$ cat src/common/apw_pkg.sv
package apw_pkg;

   // ==========================================================
   // word geometry
   localparam int unsigned APW_RES_BITS = 12;
   localparam int unsigned APW_TAG_BITS = 4;
   localparam int unsigned APW_STAT_BITS = 7;
   localparam int unsigned APW_CHANNELS = 8;

   // ==========================================================
   // register offsets
   localparam logic [7:0] APW_CFG_OFS = 8'h00;
   localparam logic [7:0] APW_RESULT_OFS = 8'h04;
   localparam logic [7:0] APW_STATUS_OFS = 8'h08;

   // ==========================================================
   // configuration field positions and reset value
   localparam int unsigned APW_CFG_CH_LSB = 0;
   localparam int unsigned APW_CFG_CH_MSB = 2;
   localparam int unsigned APW_CFG_DIFFERENTIAL_MODE_BIT = 3;
   localparam int unsigned APW_CFG_POL_BIT = 4;
   localparam int unsigned APW_CFG_GAIN_BIT = 5;
   localparam int unsigned APW_CFG_RDBK_BIT = 6;
   localparam int unsigned APW_CFG_W = 7;
   localparam logic [6:0] APW_CFG_RST = 7'h20;

   // ==========================================================
   // status field positions
   localparam int unsigned APW_ST_BUSY_BIT = 0;
   localparam int unsigned APW_ST_DRIVE_BIT = 1;
   localparam int unsigned APW_ST_RDBK_BIT = 2;

   // ==========================================================
   // conversion tracking
   typedef enum logic [0:0] {
      APW_IDLE = 1'b0,
      APW_CONV = 1'b1
   } apw_conv_state_t;

endpackage

$ cat src/common/apw_code_if.sv
`timescale 1ns/1ps
interface apw_code_if #(parameter int unsigned RES_BITS = 12);
   logic [RES_BITS-1:0] raw;
   logic polarity;
   logic [3:0] tag;
   logic [RES_BITS+3:0] word;
   modport src (output raw, output polarity, output tag, input word);
   modport cdr (input raw, input polarity, input tag, output word);
endinterface

$ cat src/rtl/apw_top.sv
// Local design decisions: the address map and register access over APB.
`timescale 1ns/1ps
module apw_top
   import apw_pkg::*;
#(
   parameter int unsigned RES_BITS = APW_RES_BITS
) (
   // clock, reset, enable
   input wire logic clk,
   input wire logic rst_n,
   input wire logic clk_en,
   // apb slave
   input wire logic [7:0] paddr,
   input wire logic psel,
   input wire logic penable,
   input wire logic pwrite,
   input wire logic [31:0] pwdata,
   output logic [31:0] prdata,
   output logic pready,
   output logic pslverr,
   // converter core
   input wire logic conv_start,
   input wire logic result_valid,
   input wire logic [RES_BITS-1:0] result_code,
   input wire logic [APW_STAT_BITS-1:0] sequencer_status_word,
   // host strobes and data lines
   input wire logic cs_n,
   input wire logic rd_n,
   output logic [RES_BITS+3:0] data_out,
   output logic [RES_BITS+3:0] data_oe,
   // analog front end controls
   output logic [APW_CHANNELS-1:0] mux_pos_en,
   output logic [APW_CHANNELS:0] mux_neg_en,
   output logic gain_select,
   output logic polarity_select
);

   localparam int unsigned WORD_W = RES_BITS + APW_TAG_BITS;
   localparam int unsigned LOW_W = WORD_W - APW_STAT_BITS;
   localparam logic [RES_BITS-1:0] MSB_MASK = {1'b1, {(RES_BITS-1){1'b0}}};

   // ==========================================================
   // apb register access
   logic [APW_CFG_W-1:0] cfg_ff;
   logic [WORD_W-1:0] word_ff;
   apw_conv_state_t state_ff;
   logic [31:0] nxt_prdata;
   logic nxt_slverr;
   logic setup;
   logic wr_cfg;

   assign setup = psel && !penable;
   assign wr_cfg = psel && penable && pready && pwrite && (paddr == APW_CFG_OFS);

   always_comb begin
      nxt_prdata = 32'h0000_0000;
      nxt_slverr = 1'b0;
      case (paddr)
         APW_CFG_OFS: nxt_prdata[APW_CFG_W-1:0] = cfg_ff;
         APW_RESULT_OFS: nxt_prdata[WORD_W-1:0] = word_ff;
         APW_STATUS_OFS: begin
            nxt_prdata[APW_ST_BUSY_BIT] = (state_ff == APW_CONV);
            nxt_prdata[APW_ST_DRIVE_BIT] = |data_oe;
            nxt_prdata[APW_ST_RDBK_BIT] = cfg_ff[APW_CFG_RDBK_BIT];
         end
         default: nxt_slverr = 1'b1;
      endcase
   end

   always_ff @(posedge clk or negedge rst_n) begin
      if (!rst_n) begin
         pready <= 1'b0;
         prdata <= 32'h0000_0000;
         pslverr <= 1'b0;
      end else if (clk_en) begin
         pready <= setup;
         if (setup) begin
            prdata <= nxt_prdata;
            pslverr <= nxt_slverr;
         end
      end
   end

   always_ff @(posedge clk or negedge rst_n) begin
      if (!rst_n) begin
         cfg_ff <= APW_CFG_RST;
      end else if (clk_en && wr_cfg) begin
         cfg_ff <= pwdata[APW_CFG_W-1:0];
      end
   end

   // ==========================================================
   // conversion tracking and tag capture
   logic [APW_TAG_BITS-1:0] conv_tag_ff;
   logic conv_pol_ff;

   always_ff @(posedge clk or negedge rst_n) begin
      if (!rst_n) begin
         state_ff <= APW_IDLE;
      end else if (clk_en) begin
         case (state_ff)
            APW_IDLE: if (conv_start) state_ff <= APW_CONV;
            APW_CONV: if (result_valid) state_ff <= APW_IDLE;
            default: state_ff <= APW_IDLE;
         endcase
      end
   end

   // config is frozen at conversion start so the tag names that sample
   always_ff @(posedge clk or negedge rst_n) begin
      if (!rst_n) begin
         conv_tag_ff <= '0;
         conv_pol_ff <= 1'b0;
      end else if (clk_en && state_ff == APW_IDLE && conv_start) begin
         conv_tag_ff <= cfg_ff[APW_CFG_DIFFERENTIAL_MODE_BIT:0];
         conv_pol_ff <= cfg_ff[APW_CFG_POL_BIT];
      end
   end

   // ==========================================================
   // result coding
   apw_code_if #(.RES_BITS(RES_BITS)) code_if ();

   assign code_if.raw = result_code;
   assign code_if.polarity = conv_pol_ff;
   assign code_if.tag = conv_tag_ff;

   apw_coder #(.RES_BITS(RES_BITS)) u_coder (
      .cif(code_if.cdr)
   );

   always_ff @(posedge clk or negedge rst_n) begin
      if (!rst_n) begin
         word_ff <= '0;
      end else if (clk_en && state_ff == APW_CONV && result_valid) begin
         word_ff <= code_if.word;
      end
   end

   // ==========================================================
   // host data lines
   logic [WORD_W-1:0] nxt_data;
   logic [WORD_W-1:0] nxt_oe;
   logic rd_sel;

   assign rd_sel = !cs_n && !rd_n;

   always_comb begin
      nxt_data = word_ff;
      nxt_oe = {WORD_W{rd_sel}};
      if (cfg_ff[APW_CFG_RDBK_BIT]) begin
         nxt_data = '0;
         nxt_data[WORD_W-1:LOW_W] = sequencer_status_word;
         nxt_oe = '0;
         nxt_oe[WORD_W-1:LOW_W] = {APW_STAT_BITS{rd_sel}};
      end
   end

   always_ff @(posedge clk or negedge rst_n) begin
      if (!rst_n) begin
         data_out <= '0;
         data_oe <= '0;
      end else if (clk_en) begin
         data_out <= nxt_data;
         data_oe <= nxt_oe;
      end
   end

   // ==========================================================
   // multiplexer and span controls
   logic [APW_CHANNELS-1:0] nxt_pos;
   logic [APW_CHANNELS:0] nxt_neg;
   logic [2:0] ch;
   logic differential_mode;

   assign ch = cfg_ff[APW_CFG_CH_MSB:APW_CFG_CH_LSB];
   assign differential_mode = cfg_ff[APW_CFG_DIFFERENTIAL_MODE_BIT];
   assign nxt_neg[APW_CHANNELS] = !differential_mode;

   // single ended: channel against common; differential: pair, ch[0] picks polarity
   for (genvar i = 0; i < APW_CHANNELS; i++) begin : g_mux
      localparam logic [2:0] IDX = 3'(i);
      assign nxt_pos[i] = differential_mode ? (ch == IDX) : (ch == IDX);
      assign nxt_neg[i] = differential_mode && (ch[2:1] == IDX[2:1]) && (ch[0] != IDX[0]);
   end

   always_ff @(posedge clk or negedge rst_n) begin
      if (!rst_n) begin
         mux_pos_en <= '0;
         mux_neg_en <= '0;
      end else if (clk_en) begin
         mux_pos_en <= nxt_pos;
         mux_neg_en <= nxt_neg;
      end
   end

   always_ff @(posedge clk or negedge rst_n) begin
      if (!rst_n) begin
         gain_select <= APW_CFG_RST[APW_CFG_GAIN_BIT];
         polarity_select <= APW_CFG_RST[APW_CFG_POL_BIT];
      end else if (clk_en) begin
         gain_select <= cfg_ff[APW_CFG_GAIN_BIT];
         polarity_select <= cfg_ff[APW_CFG_POL_BIT];
      end
   end
endmodule

$ cat src/rtl/apw_coder.sv
`timescale 1ns/1ps
module apw_coder
   import apw_pkg::*;
#(
   parameter int unsigned RES_BITS = APW_RES_BITS
) (
   // raw offset code in, tagged output word out
   apw_code_if.cdr cif
);

   // ==========================================================
   // coding: offset code straight through, or msb flipped
   logic [RES_BITS-1:0] coded;

   always_comb begin
      coded = cif.raw;
      if (cif.polarity) begin
         coded[RES_BITS-1] = ~cif.raw[RES_BITS-1];
      end
      cif.word = {cif.tag, coded};
   end

endmodule

$ cat config.mk
export PLATFORM = sky130hd
export DESIGN_NAME = apw_top
export DESIGN_NICKNAME = d
export VERILOG_FILES = /design/src/common/apw_pkg.sv /design/src/common/apw_code_if.sv /design/src/rtl/apw_top.sv /design/src/rtl/apw_coder.sv
export SDC_FILE = /design/constraint.sdc
export NUM_CORES = 1
export LEC_CHECK = 0
export BUFFER_PORTS_ARGS = -buffer_cell sky130_fd_sc_hd__buf_2
export CORE_AREA = 2 2 115 73
export CTS_BUF_LIST = sky130_fd_sc_hd__clkbuf_4 sky130_fd_sc_hd__clkbuf_8
export DETAILED_ROUTE_END_ITERATION = 10
export DIE_AREA = 0 0 117 75
export PLACE_DENSITY = 0.78
export RECOVER_POWER = 50
export SLEW_MARGIN = 25
export SYNTH_ARGS = -nofsm -noshare
export SYNTH_HDL_FRONTEND = slang
export SYNTH_SLANG_ARGS = --single-unit
$ cat constraint.sdc
create_clock -name clk -period 1.65 [get_ports clk]
set_input_delay 0.33 -clock clk [delete_from_list [all_inputs] [get_ports clk]]
set_output_delay 0.33 -clock clk [all_outputs]
set_load 0.03 [all_outputs]
==> results of run 1 <==
[worst max-delay path: stages (launching register included)]
cell,delay [ps]
dfrtp_1,410
clkbuf_1,500
mux2i_1,290
a21oi_1,90
[repair_timing]
item                                   4_1_cts  5_1_grt
resized for setup                            0        0
endpoints found under the hold margin       20        0
hold buffers                                 1        0
[layer usage]
metal,vias up,GRT usage,part of all wire
met5,-,0,0
met4,0,0.0680,0.0076
met3,7,0.0676,0.081
met2,113,0.301,0.42
met1,1312,0.286,0.49
li1,1277,-,-
[power by group]
group          switching (W)  leakage [nW]  internal [W]
combinational       0.000535          1.09      0.000328
sequential          0.000125          1.09       0.00224
clock               0.000685         0.114      0.000876
total                0.00135          2.29       0.00344
[sequential cells by signal, summed over array words and instances (netlist names), 2 cells and up]
signal,flops
data_out,16
prdata,16
word_ff,16
mux_neg_en,9
mux_pos_en,8
cfg_ff,7
code_if.tag,4
data_oe,2
[placed cells by master (no fill, tap or decap), types with 2 or more instances in the layout]
cell type	count
o32ai_1	2
a22o_1	9
nor3b_1	2
a21oi_1	8
clkbuf_4	3
dfrtp_1	82
and4_1	3
dfstp_2	2
mux2i_1	10
o221ai_1	4
conb_1	16
nand3b_1	2
inv_1	25
buf_4	7
nor2_1	11
o22ai_1	6
buf_12	3
o21ai_0	14
nand2_1	13
nor2b_1	14
clkbuf_1	3
a31o_2	10
clkbuf_8	12
a2bb2oi_1	3
clkbuf_2	5
buf_2	111
nand2b_1	3
nand3_1	5
nand4_1	8
mux2_2	29
[cell families (layout without fill, tap and decap cells)]
family                    count (synthesis)  in the layout  share of synthesized area
xor gates and xnor gates                  1              1                    0.00234
buffers and inverters                    74            171                      0.113
and+or+nand+nor                          63             63                     0.0969
AOI/OAI and AO/OA                        59             59                      0.111
DFF                                      84             84                      0.562
muxes                                    39             39                      0.114
other                                     1             16                    0.00100
[path summary, 6_finish.rpt]
| path | start | end | slack [ps] |
|---|---|---|---|
| worst min register to register | prdata[2] | prdata[2] | 490 |
| worst min-delay path | result_valid | state_ff | 180 |
| min in group asynchronous | rst_n | data_out[3] | 550 |
| worst max register to register | cfg_ff[6] | data_out[12] | 210 |
| worst max-delay path | cfg_ff[6] | data_out[12] | 210 |
| max in group asynchronous | rst_n | cfg_ff[5] | 250 |
[area by class of cell]
type                       count  share of cell area
clock inverter                 1             0.00662
sequential                    84               0.464
tap                          108              0.0298
timing repair buffer         130               0.158
clock buffer                  15              0.0414
multi-input combinational    178               0.280
inverter                      25              0.0207
[through the flow]
stage | std cells | cell area [um2] | hold slack, ps | setup WS, ps
detailed placement | 524 | 4330 | 250 | 41.0
global placement | 524 | 4330 | 247 | 62.2
finish | 541 | 4530 | 180 | 213
floorplan | 336 | 3800 | 34.4 | 182
CTS | 541 | 4560 | 174 | 199
global route | 541 | 4530 | 172 | 96.1
==> results.ini, run 1 <==
[clock_network]
cts.clk_slew.worst_paths_ps=80
numCtsBuffers=9
insertion_delay_ps=350
cts-root-buf=clkbuf_8
cts_setup_buffers=0
cts.sinks=84
clk_path_buf_depth=2
cts_tree=built
cts.htree.levels=3

[setup_path]
endpoint_kind=flip-flop
crit_type=reg2reg
crit_fanout=7
critPathRequiredTime_ps=1850
worst-endpoint-arrival_ps=1640
cp-start-kind=flip-flop
reg2reg_depth=3

[floorplan]
pin_count=154
die_w_um=117
die_area_um2=8780
die_h_um=75
core_region_area_um2=7660
row_count=25
initial_utilization=0.489

[synth]
ys_ff_latch=84
yosys.area.top_type=dfrtp_1
synth_edf_count=0
synth_top_area_share=0.548
async_flop_share=1.00
synthFlopType=dfrtp_1
synthCells=321
ys_warn_count=0
synthTopCellsByArea=dfrtp_1 55%, mux2_2 8.7%, buf_4 6.0%
synth_seq_area_share=0.562
syn_area_per_cell_um2=11.7
synth_most_common_cell=dfrtp_1
ys_top_cells_by_count=82 x dfrtp_1, 30 x buf_4, 29 x mux2_2
synth_cell_types=36
syn_area_um2=3740

[timing]
timing.slew.headroom=0.434
finalMaxSlewViolations=0
fin_crit_ps=1440
hold_viol=0
period_share=0.871
setup_violations=0
fmax_ghz=0.696
worst_pin_slew_ps=849
rsz0062_at_grt=false
fin_tns_setup_ps=0
finClkSkew_ps=10.8

[place]
io_buffers=112
place.gp.congestion=0.801
dp_hpwl_um=6150

[run_status]
status=finished clean

[finish]
antenna_cells=0
multi_input_area_um2=1270
seq_area_um2=2100
layout.nets=497
drive_gt1_frac=0.425
area_delta_synth_final_pct=21.0
nFillCells=647
fin_util=0.592

[drt]
wire_per_inst_um=15.6
dr.first_iter.drc_count=180
vias=2709
dr.pass1.iters=5
viasPerCell=5.01
drc=0
drt_wl_total_um=8430
antenna_left=0

[hold_path]
min_path_type=in2reg
hold_path_depth=2

[global_routing]
grt_usage=0.203
grt_pass1_vias=2582
grt_remaining_overflow=0
grt_max_degree=45
antenna_found_initial=0
grt_pass1_wl_um=13100

[power]
cellLeakagePower_nw=2.29
total_power_w=0.00479
powerDensity_nw_per_um2=1060
ir_drop_mv=0.665

[run]
maxCapViolCount=0

Power figures use the tool's default switching activity.
==> run 2: changes to the inputs <==
Settings changed: ABC_AREA set to 1.
==> run 2 against run 1 <==
Net effect: synthesized cell count is 27% higher; sequential power hardly changed; sequential share of layout area is 0.73 points higher; combinational power is 21% lower; sequential cell count stayed put; clock power hardly changed; critical path type is now reg2out; die area stayed put; largest power group unchanged.
==> results.ini, run 2 <==
[run_status]
status=finished clean

[clock_network]
insertion_delay_ps=360  ; about the same
cts_setup_buffers=0  ; unchanged
cts.sinks=84  ; unchanged
cts.htree.levels=3  ; unchanged
clk_path_buf_depth=2  ; unchanged
cts.clk_slew.worst_paths_ps=80  ; about the same
numCtsBuffers=9  ; unchanged
cts-root-buf=clkbuf_8
cts_tree=built

[floorplan]
core_region_area_um2=7660  ; unchanged
die_area_um2=8780  ; unchanged
die_w_um=117  ; unchanged
row_count=25  ; unchanged
initial_utilization=0.491  ; +0.00212
die_h_um=75  ; unchanged
pin_count=154  ; unchanged

[global_routing]
grt_max_degree=39  ; -13%
grt_usage=0.216  ; +0.0128
grt_remaining_overflow=0  ; unchanged
grt_pass1_wl_um=14100  ; +7.9%
grt_pass1_vias=2909  ; +13%
antenna_found_initial=1  ; +1

[timing]
hold_viol=0  ; unchanged
finalMaxSlewViolations=0  ; unchanged
fin_crit_ps=1430  ; -2.94 ps
worst_pin_slew_ps=753  ; -96.1 ps
fin_tns_setup_ps=0  ; unchanged
fmax_ghz=0.697  ; +0.20%
period_share=0.869  ; -0.00178
finClkSkew_ps=7.92  ; -2.87 ps
rsz0062_at_grt=false
setup_violations=0  ; unchanged
timing.slew.headroom=0.498  ; +0.0640

[finish]
drive_gt1_frac=0.310  ; -0.115
antenna_cells=0  ; unchanged
area_delta_synth_final_pct=18.7
largestRegisters=data_out x16, prdata x16, word_ff x16
final_cell_mix=110 x buf_2, 104 x nand2_1, 82 x dfrtp_1, 43 x o21ai_0, 32 x inv_1
final_area_um2=4460  ; -1.5%
final_common_cell=buf_2
nFillCells=714  ; +10%
layout.nets=580  ; +17%

[setup_path]
endpoint_kind=output port
crit_family=flip-flops
r2r_slack_ps=300  ; +90 ps
cp_slowest_cell=dfstp_2
path_cells=buf_2
crit_type=reg2out
r2r_end=word_ff[14]
critPathRequiredTime_ps=1320  ; -530 ps
reg2reg_depth=4  ; +1
cp-start-kind=flip-flop
cp_num_buf_inv=1  ; unchanged
slowest_delay_ps=540  ; +40 ps
crit_fanout=2  ; -5
r2r-start=state_ff
worst-endpoint-arrival_ps=1100  ; -540 ps

[power]
ir_drop_mv=0.636  ; -4.3%
cellLeakagePower_nw=2.44  ; +6.5%
powerDensity_nw_per_um2=1030  ; -2.5%

[synth]
synth_seq_area_share=0.560  ; -0.00243
syn_area_per_cell_um2=9.22  ; -21%
synth_most_common_cell=nand2_1
async_flop_share=1.00  ; unchanged
ys_ff_latch=84  ; unchanged
syn_area_um2=3760  ; +0.43%
ys_top_cells_by_count=104 x nand2_1, 82 x dfrtp_1, 39 x o21ai_0
synth_cell_types=28  ; -22%
yosys.area.top_type=dfrtp_1
ys_warn_count=0  ; unchanged
synthTopCellsByArea=dfrtp_1 55%, nand2_1 10%, buf_4 6.2%
synthCells=408  ; +27%
synth_top_area_share=0.546  ; -0.00237
synth_edf_count=0  ; unchanged
synthFlopType=dfrtp_1

[drt]
antenna_left=0  ; unchanged
drc=0  ; unchanged
dr.first_iter.drc_count=150  ; -17%
vias=3054  ; +13%
viasPerCell=4.89  ; -2.3%
dr.pass1.iters=4  ; -1
drt_wl_total_um=8990  ; +6.6%
wire_per_inst_um=14.4  ; -7.6%

[place]
dp_hpwl_um=6700  ; +9.0%
place.gp.congestion=0.792  ; -1.1%
placed_cell_area_um2=4290  ; -1.1%
io_buffers=112  ; unchanged

[hold_path]
min_path_type=in2reg
holdPathEnd=word_ff[10]
worstHoldStart=result_code[10]
hold_path_depth=3  ; +1

[run]
maxCapViolCount=0  ; unchanged

## run 2: changes by cell type after synthesis, sizes merged, moves of 10 or more
cell / change
nand2: +96
o21ai: +53
mux2: -29
nand3: +14
nor2: +14
nor2b: -14
a31o: -10
mux2i: -10
## run 2: per-layer routing
metal  up-vias  GRT usage  part of all wire
met1      1459      0.296              0.47
met4         0     0.0523            0.0051
met2       113      0.331              0.44
met5         -          0                 0
met3         7     0.0829             0.085
li1       1475          -                 -
## run 2: cell families (layout without fill, tap and decap cells)
kind of cell / Yosys count / after routing / share of synthesized area
other: 1 / 16 / 0.000997
DFF: 84 / 84 / 0.560
and+or+nand+nor: 155 / 155 / 0.182
AOI/OAI and AO/OA: 89 / 89 / 0.141
buffers and inverters: 78 / 171 / 0.114
xor gates and xnor gates: 1 / 1 / 0.00233
## run 2: cell type report
class	instances	area [um2]	area share
flip-flops and latches	84	2100	0.472
multi-input cells	261	1250	0.281
repair buffers	121	632	0.142
clock buffers	14	174	0.0390
well taps	108	135	0.0303
inverters	34	128	0.0286
clock inverters	2	35.0	0.00785
## run 2: worst max-delay path by stage
stage | endpoint | cells after the start | start
3_3_place_gp | cfg_ff[6] | 6 | clk_en
2_1_floorplan | cfg_ff[2] | 6 | pready
5_1_grt | prdata[1] | 3 | rst_n
4_1_cts | gain_select | 1 | gain_select
6_report | gain_select | 1 | gain_select
3_5_place_dp | cfg_ff[1] | 6 | clk_en
## run 2: repair_timing
| item | 4_1_cts | 5_1_grt |
|---|---|---|
| gates resized for setup | 0 | 0 |
| hold buffers | 1 | 0 |
| hold endpoints to repair | 21 | 0 |
| endpoints found under the setup margin | 0 | 0 |
## run 2: metrics by stage
stage,util,setup WS [ps],hold WS [ps],power (W),cells
finish,0.582,216,178,0.00460,624
detailed placement,0.560,182,254,0.00313,607
CTS,0.588,201,167,0.00466,624
global placement,0.560,219,246,0.00311,607
floorplan,-,342,34.4,0.00291,423
global route,0.582,90.8,177,0.00483,624
## run 2: report_power, final
part / total, W / internal, W / leakage [nW] / switching, W
Combinational: 0.000680 / 0.000205 / 1.27 / 0.000475
Sequential: 0.00239 / 0.00227 / 1.06 / 0.000121
Clock: 0.00153 / 0.000832 / 0.111 / 0.000695
Total: 0.00460 / 0.00331 / 2.44 / 0.00129
==> run 3: changes to the inputs <==
Settings changed: CORE_AREA 2 2 115 73 to 2 2 118 74, CTS_BUF_LIST sky130_fd_sc_hd__clkbuf_4 sky130_fd_sc_hd__clkbuf_8 to not set, DIE_AREA 0 0 117 75 to 0 0 120 76, PLACE_DENSITY 0.78 to 0.75.
==> run 3 against run 2 <==
Net effect: non-clock buffer count is 1 lower; critical path depth rose by 4; worst setup slack worse by 30 ps; final cell count is 0.48% higher; clock power increased by 52%; largest cell class unchanged.
==> results.ini, run 3 (synthesis results as in run 2) <==
[run_status]
status=finished clean

[hold_path]
hold_path_depth=3  ; unchanged
min_path_type=in2reg
holdPathEnd=word_ff[2]
worstHoldStart=result_code[2]

[timing]
finClkSkew_ps=7.04  ; -0.878 ps
timing.slew.headroom=0.499  ; +0.00158
rsz0062_at_grt=false
finalMaxSlewViolations=0  ; unchanged
fmax_ghz=0.683  ; -2.0%
fin_tns_setup_ps=0  ; unchanged
fin_crit_ps=1460  ; +29.5 ps
period_share=0.887  ; +0.0179
worst_pin_slew_ps=751  ; -2.38 ps
hold_viol=0  ; unchanged
setup_violations=0  ; unchanged

[floorplan]
pin_count=154  ; unchanged
initial_utilization=0.461  ; -0.0302
core_region_area_um2=8170  ; +6.5%
die_w_um=120  ; +2.6%
row_count=26  ; +4.0%
die_area_um2=9120  ; +3.9%
die_h_um=76  ; +1.3%

[clock_network]
cts-root-buf=clkbuf_16
clk_path_buf_depth=2  ; unchanged
cts.clk_slew.worst_paths_ps=60  ; -20 ps
post_cts_resized=0  ; unchanged
numCtsBuffers=9  ; unchanged
insertion_delay_ps=340  ; -20 ps
cts.sinks=84  ; unchanged
cts.htree.levels=3  ; unchanged
cts_tree=built
cts_setup_buffers=0  ; unchanged
hold_buffers=1  ; unchanged

[finish]
drive_gt1_frac=0.301  ; -0.00911
final_common_cell=buf_2
layout.nets=579  ; -0.17%
largestRegisters=data_out x16, prdata x16, word_ff x16
antenna_cells=0  ; unchanged
area_delta_synth_final_pct=22.2
nFillCells=717  ; +0.42%
final_area_um2=4590  ; +2.9%
seq_area_um2=2100  ; unchanged
final_cell_mix=110 x buf_2, 105 x nand2_1, 82 x dfrtp_1, 58 x o21ai_0, 31 x inv_1
multi_input_area_um2=1240  ; -0.80%

[drt]
antenna_left=0  ; unchanged
drc=0  ; unchanged
drt_wl_total_um=8960  ; -0.36%
dr.first_iter.drc_count=197  ; +31%
wire_per_inst_um=14.3  ; -0.83%
dr.pass1.iters=4  ; unchanged
viasPerCell=4.84  ; -1.2%
vias=3032  ; -0.72%

[setup_path]
critPathRequiredTime_ps=1850  ; +530 ps
endpoint_kind=flip-flop
cp-start-kind=flip-flop
reg2reg_depth=5  ; +1
r2r-start=pready
crit_fanout=13  ; +11
worst-endpoint-arrival_ps=1670  ; +570 ps
r2r_slack_ps=190  ; -110 ps
crit_type=reg2reg
r2r_end=cfg_ff[6]

[global_routing]
grt_usage=0.208  ; -0.00872
grt_remaining_overflow=0  ; unchanged
antenna_found_initial=0  ; -1
grt_max_degree=39  ; unchanged
grt_pass1_wl_um=14500  ; +2.7%
grt_pass1_vias=2895  ; -0.48%

[place]
io_buffers=112  ; unchanged
placed_cell_area_um2=4290  ; about the same
dp_hpwl_um=6590  ; -1.6%
place.gp.congestion=0.832  ; +5.0%

[power]
cellLeakagePower_nw=2.47  ; +1.2%
total_power_w=0.00540  ; +17%
powerDensity_nw_per_um2=1170  ; +14%
ir_drop_mv=0.684  ; +7.6%

[run]
maxCapViolCount=0  ; unchanged

==> run 3: cell count changes in the layout (fill, tap and decap cells not counted) <==
cell	before	now
bufinv_16	1	3
clkbuf_1	1	3
nand2_4	2	1
inv_1	32	31
o21ai_0	43	58
clkinv_1	1	2
clkbuf_8	11	2
nor2_1	18	19
nor2_2	5	4
o21ai_1	24	9
clkbuf_16	0	9
clkbuf_4	3	0
clkbuf_2	5	3
nand2_1	104	105
==> run 3: worst max-delay path by stage <==
| stage | from | end | slack [ps] | cells past startpoint |
|---|---|---|---|---|
| floorplan | pready | cfg_ff[2] | 340 | 6 |
| global placement | paddr[5] | cfg_ff[6] | 290 | 7 |
| detailed placement | cfg_ff[6] | data_out[3] | 250 | 3 |
| CTS | cfg_ff[6] | data_out[3] | 230 | 3 |
| global route | pready | cfg_ff[1] | 60 | 5 |
| finish | pready | cfg_ff[6] | 190 | 5 |
==> run 3: layout make-up <==
class                           count  area share
Inverter                           34      0.0278
Clock inverter                      4      0.0207
Timing Repair Buffer              120       0.136
Tap cell                          112      0.0305
Clock buffer                       12      0.0558
Multi-Input combinational cell    261       0.271
Sequential cell                    84       0.458
==> run 3: per-layer routing <==
layer / global-route usage / share of wire
met3: 0.0778 / 0.074
met5: 0 / 0
met1: 0.290 / 0.48
met4: 0.0565 / 0.0078
met2: 0.305 / 0.44
==> run 3: per-stage QoR <==
stage	setup slack (ps)	util	hold WS (ps)	std cells
floorplan	342	-	34.4	423
global placement	288	0.525	256	610
detailed placement	248	0.525	255	610
CTS	227	0.569	200	627
global route	59.3	0.563	200	627
finish	186	0.563	204	627
==> run 3: report_power, final <==
group / leakage (nW) / switching (W) / internal [W]
registers: 1.06 / 0.000132 / 0.00227
clock network: 0.173 / 0.000772 / 0.00156
logic: 1.24 / 0.000467 / 0.000194
total: 2.47 / 0.00137 / 0.00403
==> run 3: worst max-delay path, stage by stage (launching register included) <==
cell and delay (ps):
dfrtp_1 370, nand3_1 120, nor3_4 160, nand2_1 380, nor2_1 260, a21oi_2 50
